===== src/hdl/dmr_map.vh =====
`ifndef DMR_MAP_VH
`define DMR_MAP_VH
// register byte offsets on the avalon slave
`define DMR_OFS_MODE 4'h0
`define DMR_OFS_WDLY 4'h4
`define DMR_OFS_CTRL 4'h8
`define DMR_OFS_DLYS 4'hC
// control register bits
`define DMR_CTRL_WLEV 0
`define DMR_CTRL_ALL 1
`define DMR_CTRL_OTF 2
`define DMR_CTRL_CHOP 3
`define DMR_CTRL_RST 4'h4
// delays register fields
`define DMR_DLYS_AL_LO 0
`define DMR_DLYS_RL_LO 8
`define DMR_DLYS_RST 16'h0B00
// mode readback positions
`define DMR_MODE_M3_LO 16
// bank address codes of the mode-load targets
`define DMR_BA_MR2 3'h2
`define DMR_BA_MR3 3'h3
// second mode register fields
`define DMR_M2_CWL_LO 3
`define DMR_M2_ASR 6
`define DMR_M2_SRT 7
`define DMR_M2_WT_LO 9
`define DMR_M2_RST 11'h000
// third mode register fields
`define DMR_M3_EN 2
`define DMR_M3_RST 3'h0
`define DMR_M3_PRE 2'h0
// calibration pattern, burst position 0 in the lsb
`define DMR_PATTERN 8'hAA
// burst lengths in beats, write burst in link cycles
`define DMR_BEATS_B8 4'h8
`define DMR_BEATS_C4 4'h4
`define DMR_WRCYC_B8 3'h4
`define DMR_WRCYC_C4 3'h2
`endif


===== src/hdl/dmr_top.v =====
// Behaviour
// - write cas delay is mode2 bits 5:3 plus a base count
// - total write delay is write cas delay plus posted additive delay
// - mode2 bit 6 enables auto rate; disabled means 1x self refresh unless bit 7 is set
// - auto rate doubles self refresh when case temperature is hot
// - mode2 bit 7 forces 2x self refresh always
// - mode2 bits 10:9 nonzero enable write termination
// - write termination replaces nominal during write burst only
// - nominal and write termination independent; nominal off is high-z
// - no write termination switching during write leveling
// - mode3 bit 2 selects calibration reads; bits 1:0 00 is pattern
// - every read and autoprecharge read goes to calibration register
// - calibration data on prime lane per byte or on all lanes
// - calibration reads do burst eight or chop four, a12 on the fly
// - burst eight order 0..7; chop four a2 picks 0..3 or 4..7
// - burst position 0 is lsb, position 7 is msb
// - predefined pattern alternates zero and one
// - bank address 010 loads mode2, 011 loads mode3
`timescale 1ns/1ns
`default_nettype none
`include "dmr_map.vh"
module dmr_top #(
   parameter DQ_W = 8,
   parameter [2:0] CWL_BASE = 3'h5
) (
   input wire clk,
   input wire reset,
   input wire avs_read,
   input wire avs_write,
   input wire [3:0] avs_address,
   input wire [31:0] avs_writedata,
   input wire [3:0] avs_byteenable,
   output reg [31:0] avs_readdata,
   output wire avs_waitrequest,
   input wire ck_pin,
   input wire cs_n_pin,
   input wire ras_n_pin,
   input wire cas_n_pin,
   input wire we_n_pin,
   input wire [2:0] ba_pin,
   input wire [13:0] addr_pin,
   input wire temp_hot_pin,
   output reg [DQ_W-1:0] dq_o,
   output reg dq_oe_n,
   output reg term_wr_q,
   output wire [1:0] term_wr_code,
   output reg sr_rate_2x_q,
   output reg array_rd_q,
   output reg array_wr_q,
   output wire [5:0] total_write_delay
);
   localparam PIN_W = 22;
   // pattern bits, burst position 0 in the lsb
   localparam [7:0] PATTERN = `DMR_PATTERN;
   // synchroniser stages of the command pins and the link clock
   reg [PIN_W-1:0] pin_s1_q;
   reg [PIN_W-1:0] pin_s2_q;
   reg ck_s1_q;
   reg ck_s2_q;
   reg ck_d3_q;
   // mode and control state
   reg [10:0] mr2_q;
   reg [2:0] mr3_q;
   reg [3:0] ctrl_q;
   reg [15:0] dlys_q;
   reg ack_q;
   // write termination and calibration burst counters
   reg [5:0] wr_wait_q;
   reg [2:0] wr_len_q;
   reg [4:0] rd_wait_q;
   reg [3:0] rd_len_q;
   reg [2:0] rd_pos_q;
   // link clock edges seen in the system clock domain
   wire ck_rise;
   wire ck_fall;
   wire ck_edge;
   // synchronised pins
   wire cs_n;
   wire ras_n;
   wire cas_n;
   wire we_n;
   wire temp_hot;
   wire [2:0] ba;
   wire [13:0] addr;
   // decoded commands and derived settings
   wire cmd_mode;
   wire cmd_rd;
   wire cmd_wr;
   wire calib_on;
   wire chop;
   wire wt_en;
   wire rd_emit;
   wire [2:0] write_cas_delay;
   wire [4:0] posted_additive_delay;
   wire [4:0] read_delay;
   wire [3:0] be_bits;
   wire [DQ_W-1:0] lane_mask;
   wire beat_bit;

   // two-flop synchronisers for the link clock and the command pins
   // the pins share the clock's delay, so a command is read in the
   // same cycle as the rising edge that strobes it
   // pins reset to all ones so no command is decoded out of reset
   always @(posedge clk or posedge reset) begin
      if (reset) begin
         ck_s1_q <= 1'b0;
         ck_s2_q <= 1'b0;
         ck_d3_q <= 1'b0;
         pin_s1_q <= {PIN_W{1'b1}};
         pin_s2_q <= {PIN_W{1'b1}};
      end else begin
         ck_s1_q <= ck_pin;
         ck_s2_q <= ck_s1_q;
         ck_d3_q <= ck_s2_q;
         pin_s1_q <= {temp_hot_pin, addr_pin, ba_pin, cs_n_pin,
                      ras_n_pin, cas_n_pin, we_n_pin};
         pin_s2_q <= pin_s1_q;
      end
   end

   // link clock edges and decoded commands
   // an edge is the second stage differing from the third
   // commands are only decoded on a rising link clock edge
   assign ck_rise = ck_s2_q & ~ck_d3_q;
   assign ck_fall = ~ck_s2_q & ck_d3_q;
   assign ck_edge = ck_rise | ck_fall;
   assign {temp_hot, addr, ba, cs_n, ras_n, cas_n, we_n} = pin_s2_q;
   assign cmd_mode = ck_rise & ~cs_n & ~ras_n & ~cas_n & ~we_n;
   assign cmd_rd = ck_rise & ~cs_n & ras_n & ~cas_n & we_n;
   assign cmd_wr = ck_rise & ~cs_n & ras_n & ~cas_n & ~we_n;

   // mode fields and derived settings
   // the write cas delay field counts upwards from CWL_BASE
   // write leveling blocks the termination switch
   assign write_cas_delay = mr2_q[`DMR_M2_CWL_LO+2:`DMR_M2_CWL_LO];
   assign posted_additive_delay = dlys_q[`DMR_DLYS_AL_LO+4:`DMR_DLYS_AL_LO];
   assign read_delay = dlys_q[`DMR_DLYS_RL_LO+4:`DMR_DLYS_RL_LO];
   assign total_write_delay = {3'h0, write_cas_delay} + {3'h0, CWL_BASE}
      + {1'h0, posted_additive_delay};
   assign term_wr_code = mr2_q[`DMR_M2_WT_LO+1:`DMR_M2_WT_LO];
   assign wt_en = (term_wr_code != 2'h0)
      & ~ctrl_q[`DMR_CTRL_WLEV];
   assign calib_on = mr3_q[`DMR_M3_EN]
      & (mr3_q[1:0] == `DMR_M3_PRE);
   // a12 low asks for chop four when on-the-fly is enabled
   assign chop = ctrl_q[`DMR_CTRL_OTF] ? ~addr[12]
      : ctrl_q[`DMR_CTRL_CHOP];

   // mode-load capture; only the defined bits are kept
   // reserved bits are dropped, so readback shows them as zero
   // other bank codes address mode registers outside this block
   // a new setting is in force one clock after the load
   always @(posedge clk or posedge reset) begin
      if (reset) begin
         mr2_q <= `DMR_M2_RST;
         mr3_q <= `DMR_M3_RST;
      end else if (cmd_mode) begin
         if (ba == `DMR_BA_MR2)
            mr2_q <= addr[10:0] & 11'h6F8;
         else if (ba == `DMR_BA_MR3)
            mr3_q <= addr[2:0];
      end
   end

   // self refresh rate: forced wins, auto follows temperature
   // the temperature pin is a level, already synchronised
   // the level is registered so the output never glitches
   always @(posedge clk or posedge reset) begin
      if (reset)
         sr_rate_2x_q <= 1'b0;
      else
         sr_rate_2x_q <= mr2_q[`DMR_M2_SRT]
            | (mr2_q[`DMR_M2_ASR] & temp_hot);
   end

   // normal array access pulses; reads bypass the array in calib mode
   // writes are kept off the array in calib mode too; the controller
   // keeps them out of calibration mode
   always @(posedge clk or posedge reset) begin
      if (reset) begin
         array_rd_q <= 1'b0;
         array_wr_q <= 1'b0;
      end else begin
         array_rd_q <= cmd_rd & ~mr3_q[`DMR_M3_EN];
         array_wr_q <= cmd_wr & ~mr3_q[`DMR_M3_EN];
      end
   end

   // write termination window, counted in link clock cycles
   // the window opens total_write_delay rises after the write
   // and lasts one link cycle per two beats of the burst
   // a new write restarts the count and closes any open window
   // write leveling only stops the window from opening
   always @(posedge clk or posedge reset) begin
      if (reset) begin
         wr_wait_q <= 6'h00;
         wr_len_q <= 3'h0;
         term_wr_q <= 1'b0;
      end else if (ck_rise) begin
         if (cmd_wr) begin
            wr_wait_q <= total_write_delay;
            wr_len_q <= chop ? `DMR_WRCYC_C4 : `DMR_WRCYC_B8;
            term_wr_q <= 1'b0;
         end else if (wr_wait_q != 6'h00) begin
            wr_wait_q <= wr_wait_q - 6'h01;
            if (wr_wait_q == 6'h01)
               term_wr_q <= wt_en;
         end else if (wr_len_q != 3'h0) begin
            wr_len_q <= wr_len_q - 3'h1;
            if (wr_len_q == 3'h1)
               term_wr_q <= 1'b0;
         end
      end
   end

   // calibration burst: one beat per link clock edge
   // the first beat leaves on the rising edge that ends the delay
   // then each following edge carries the next burst position
   // the lane mask picks the prime lane of each byte or all lanes
   // a read with a reserved pattern select is dropped
   assign rd_emit = ck_edge & (rd_len_q != 4'h0)
      & ((rd_wait_q == 5'h00) | (ck_rise & (rd_wait_q == 5'h01)));
   assign beat_bit = PATTERN[rd_pos_q];
   assign lane_mask = ctrl_q[`DMR_CTRL_ALL] ? {DQ_W{1'b1}}
      : {(DQ_W/8){8'h01}};

   always @(posedge clk or posedge reset) begin
      if (reset) begin
         rd_wait_q <= 5'h00;
         rd_len_q <= 4'h0;
         rd_pos_q <= 3'h0;
         dq_o <= {DQ_W{1'b0}};
         dq_oe_n <= 1'b1;
      end else begin
         if (cmd_rd & calib_on) begin
            rd_wait_q <= read_delay;
            rd_len_q <= chop ? `DMR_BEATS_C4 : `DMR_BEATS_B8;
            // a1:0 ignored; a2 picks the nibble only for chop four
            rd_pos_q <= {chop & addr[2], 2'h0};
         end else begin
            if (ck_rise && rd_wait_q != 5'h00)
               rd_wait_q <= rd_wait_q - 5'h01;
            if (rd_emit) begin
               dq_o <= beat_bit ? lane_mask : {DQ_W{1'b0}};
               dq_oe_n <= 1'b0;
               rd_len_q <= rd_len_q - 4'h1;
               rd_pos_q <= rd_pos_q + 3'h1;
            end else if (ck_edge && rd_wait_q <= 5'h01) begin
               dq_oe_n <= 1'b1;
               dq_o <= {DQ_W{1'b0}};
            end
         end
      end
   end

   // avalon slave: one wait cycle, then the answer
   // the first cycle of a request raises waitrequest and loads
   // read data; the second drops it and commits a write, so both
   // are done by the edge where the master sees waitrequest low
   // unmapped offsets read zero and ignore writes
   assign avs_waitrequest = (avs_read | avs_write) & ~ack_q;
   assign be_bits = avs_byteenable;

   always @(posedge clk or posedge reset) begin
      if (reset) begin
         ack_q <= 1'b0;
         avs_readdata <= 32'h00000000;
         ctrl_q <= `DMR_CTRL_RST;
         dlys_q <= `DMR_DLYS_RST;
      end else begin
         ack_q <= (avs_read | avs_write) & ~ack_q;
         if (avs_write && ack_q) begin
            if (avs_address == `DMR_OFS_CTRL && be_bits[0])
               ctrl_q <= avs_writedata[3:0];
            if (avs_address == `DMR_OFS_DLYS) begin
               if (be_bits[0])
                  dlys_q[7:0] <= avs_writedata[7:0] & 8'h1F;
               if (be_bits[1])
                  dlys_q[15:8] <= avs_writedata[15:8] & 8'h1F;
            end
         end
         if (avs_read && !ack_q) begin
            case (avs_address)
               `DMR_OFS_MODE:
                  avs_readdata <= {13'h0000, mr3_q, 5'h00, mr2_q};
               `DMR_OFS_WDLY:
                  avs_readdata <= {26'h0000000, total_write_delay};
               `DMR_OFS_CTRL:
                  avs_readdata <= {28'h0000000, ctrl_q};
               `DMR_OFS_DLYS:
                  avs_readdata <= {16'h0000, dlys_q};
               default:
                  avs_readdata <= 32'h00000000;
            endcase
         end
      end
   end
endmodule
`default_nettype wire


===== config.mk =====
export PLATFORM = sky130hd
export DESIGN_NAME = dmr_top
export DESIGN_NICKNAME = d
export VERILOG_FILES = /design/src/hdl/dmr_top.v
export VERILOG_INCLUDE_DIRS = /design/src /design/src/hdl
export SDC_FILE = /design/constraint.sdc
export NUM_CORES = 1
export LEC_CHECK = 0
export BUFFER_PORTS_ARGS = -buffer_cell sky130_fd_sc_hd__buf_2
export CORE_ASPECT_RATIO = 1.75
export CORE_MARGIN = 4
export CORE_UTILIZATION = 40
export CTS_BUF_LIST = sky130_fd_sc_hd__clkbuf_16
export DETAILED_ROUTE_END_ITERATION = 7
export SLEW_MARGIN = 5
export SYNTH_ARGS = -nofsm -noshare
export SYNTH_HDL_FRONTEND = slang
export SYNTH_SLANG_ARGS = --single-unit

===== constraint.sdc =====
create_clock -name clk -period 8 [get_ports clk]
set_input_delay 0.4 -clock clk [delete_from_list [all_inputs] [get_ports clk]]
set_output_delay 0.4 -clock clk [all_outputs]
set_load 0.02 [all_outputs]

==> flow_metrics.env <==
export IMPL_status="finished clean"
export IMPL_coreArea_mm2=0.0116
export IMPL_finalHoldViolCount=0
export IMPL_grt_max_degree=82
export IMPL_syn2layout_area_growth_pct=13.8
export IMPL_die_w_um=90.5
export IMPL_final_common_cell="buf_2"
export IMPL_power_density_mw_per_mm2=267
export IMPL_layout_common_cells="buf_2, dfrtp_1, dfstp_2"
export IMPL_overflow=0
export IMPL_power_frac_comb=0.243
export IMPL_cts_tree="done"
export IMPL_io_buffers=77
export IMPL_setup_worst_path_start_class="flop"
export IMPL_yosys_warnings=0
export IMPL_worstPathMaxFanout=3
export IMPL_setup_violations=0
export IMPL_ff_latch_area_mm2=0.00276
export IMPL_die_area_mm2=0.0138
export IMPL_n_antenna_cell=0
export IMPL_reg2reg_slack_ps=5450
export IMPL_hold_buffers=0
export IMPL_grt_pass1_vias=3220
export IMPL_remaining_drc_errors=0
export IMPL_synth_compound_area_frac=0.0954
export IMPL_syn_avg_cell_area_um2=11.8
export IMPL_synthCells=405
export IMPL_gp_congestion=0.850
export IMPL_synth_top_family_by_area="simple AND/OR/NAND/NOR gates"
export IMPL_final_fill_count=1090
export IMPL_ctsRootBufferMaster="clkbuf_16"
export IMPL_path_clk_slew_ps=70
export IMPL_startpoint="dlys_q[2]$_DFFE_PP0P_"
export IMPL_synthSimpleGateAreaFrac=0.125
export IMPL_synth_xor_area_share=0.0166
export IMPL_num_io_pins=121
export IMPL_p_int_w=0.000989
export IMPL_dp_cells=597
export IMPL_dp_hpwl_um=7570
export IMPL_seq_power_share=0.482
export IMPL_yosysSeqAreaShare=0.579
export IMPL_finalCritPeriodShare=0.336
export IMPL_syn_area_mm2=0.00476
export IMPL_fin_nets=558
export IMPL_ctsResizeCount=0
export IMPL_cts_max_path_buffers=2
export IMPL_wl_um=10000
export IMPL_p_sw_w=0.000459
export IMPL_dr_pass1_iters=4
export IMPL_drive_above_1_share=0.354
export IMPL_setup_tns_ps=0
export IMPL_dr_total_vias=3083
export IMPL_p_leak_nw=2.59
export IMPL_final_cell_count_no_fill=613
export IMPL_clock_latency_ps=340
export IMPL_initial_core_util=0.411
export IMPL_cp_end_kind="output port"
export IMPL_swShare=0.317
export IMPL_drt_iter0_drc=156
export IMPL_antenna_found_initial=0
export IMPL_die_h_um=152
export IMPL_ys_types=55
export IMPL_ant_nets=0
export IMPL_cts_setup_buffers=0
export IMPL_numCtsBuffers=9
export IMPL_cts_htree_levels=3
export IMPL_required_ps=7600
export IMPL_synth_edf_count=0
export IMPL_ys_seq_elements=108
export IMPL_ys_flop_type="dfrtp_1"
export IMPL_rsz0062_at_grt="false"
export IMPL_fin_skew_ps=6.96
export IMPL_synthArstFlopShare=1.00
export IMPL_wire_per_inst_um=16.4
export IMPL_row_count=52
export IMPL_grt_pass1_wl_um=16500
export IMPL_arrival_ps=2280
export IMPL_synthAdderAreaFrac=0.0489
export IMPL_slew_violations=0
export IMPL_r2r_worst_path_cells=6
export IMPL_synthMuxAreaShare=0.0675
export IMPL_critPathKind="flop to output port"
export IMPL_gr_usage_all_layers=0.153
export IMPL_clock_power_share=0.274
export IMPL_vias_per_cell=5.03
export IMPL_multi_input_area_mm2=0.00174
export IMPL_cts_num_sinks=108
export IMPL_ir_drop_mv=0.145
export IMPL_reg2reg_from="ck_d3_q$_DFF_PP0_"
export IMPL_period_needed_ps=2680
export IMPL_relSlewSlack=0.338
export IMPL_max_freq_ghz=0.372
export IMPL_hold_class="input pin to async pin"
export IMPL_worst_r2r_endpoint="wr_wait_q[2]$_DFFE_PP0P_"
export IMPL_cap_viol_max_count=0
export IMPL_worst_pin_slew_ps=993
power groups by stage:
stage	Combinational, W	Sequential, W	Clock, W
2_1_floorplan	0.000272	0.000704	0
3_3_place_gp	0.000344	0.000705	0
3_5_place_dp	0.000355	0.000709	0
4_1_cts	0.000357	0.000699	0.000410
5_1_grt	0.000395	0.000709	0.000436
6_report	0.000352	0.000699	0.000397
critical path, stage by stage (launching register included):
cell and delay [ps]:
dfrtp_1 350, inv_1 60, ha_1 330, inv_1 60
ha_1 280, a21o_1 150, a21oi_1 300, xnor2_1 210
buf_2 210
state kept, by name, summed over array words and instances (netlist names), 2 cells and up:
name          cells
pin_s2_q         19
mr3_q             3
wr_len_q          3
pin_s1_q         19
avs_readdata     16
dq_o              2
dlys_q           10
mr2_q             7
ctrl_q            4
rd_wait_q         5
wr_wait_q         6
rd_len_q          4
worst max-delay path by stage:
stage,endpoint,slack (ps),depth (start not counted)
finish,total_write_delay[4],5320,8
CTS,total_write_delay[4],5310,8
detailed placement,mr2_q[10]$_DFFE_PP0P_,5370,6
global placement,mr2_q[4]$_DFFE_PP0P_,5410,6
floorplan,ack_q$_DFF_PP0_,4830,1
global route,mr2_q[9]$_DFFE_PP0P_,5140,6
cell families after synthesis:
group / Yosys count
adders and majority gates: 18
other: 1
and+or+nand+nor: 110
buffers and inverters: 60
xor gates and xnor gates: 9
AOI/OAI and AO/OA: 70
DFF: 108
muxes: 29
layout make-up:
type / count / area share
flip-flops and latches: 108 / 0.509
clock buffers: 9 / 0.0416
repair buffers: 78 / 0.0725
clock inverters: 7 / 0.00693
inverters: 24 / 0.0171
multi-input cells: 252 / 0.322
well taps: 135 / 0.0312
through the flow:
| stage | cell area (µm²) | power (W) | hold slack, ps | worst slack, ps | util |
|---|---|---|---|---|---|
| after floorplan | 4820 | 0.000976 | 331 | 4830 | - |
| after global placement | 5150 | 0.00105 | 340 | 5410 | 0.445 |
| after detailed placement | 5150 | 0.00106 | 347 | 5370 | 0.445 |
| after CTS | 5420 | 0.00147 | 32.5 | 5310 | 0.468 |
| after global routing | 5420 | 0.00154 | 40.6 | 5140 | 0.468 |
| final | 5420 | 0.00145 | 29.2 | 5320 | 0.468 |
synthesized netlist by cell type (all sizes together), types with 2 or more instances:
library cell	number	area, µm²
a21o	3	22.5
a21oi	16	80.1
a22o	7	61.3
a22oi	4	30.0
and2	4	25.0
and3	3	18.8
and4bb	2	25.0
buf	27	194
clkbuf	9	33.8
dfrtp	65	1630
dfstp	43	1130
ha	17	213
inv	24	90.1
mux2	25	282
mux2i	4	40.0
nand2	35	134
nand2b	4	25.0
nand3	5	25.0
nand3b	3	22.5
nand4	2	12.5
nor2	22	82.6
nor2b	3	18.8
nor3	11	71.3
nor4	3	33.8
nor4b	4	35.0
o21a	2	15.0
o21ai	26	130
o31ai	2	15.0
or3	4	25.0
or4	2	18.8
xnor2	6	52.6
xor2	3	26.3
routing by layer:
layer | up-vias | track usage | part of all wire
met5 | - | 0 | 0
met4 | 0 | 0.0723 | 0.026
met3 | 16 | 0.0301 | 0.035
met2 | 70 | 0.270 | 0.54
met1 | 1515 | 0.175 | 0.39
li1 | 1482 | - | -
No activity file was read; power rests on OpenSTA's default activity.
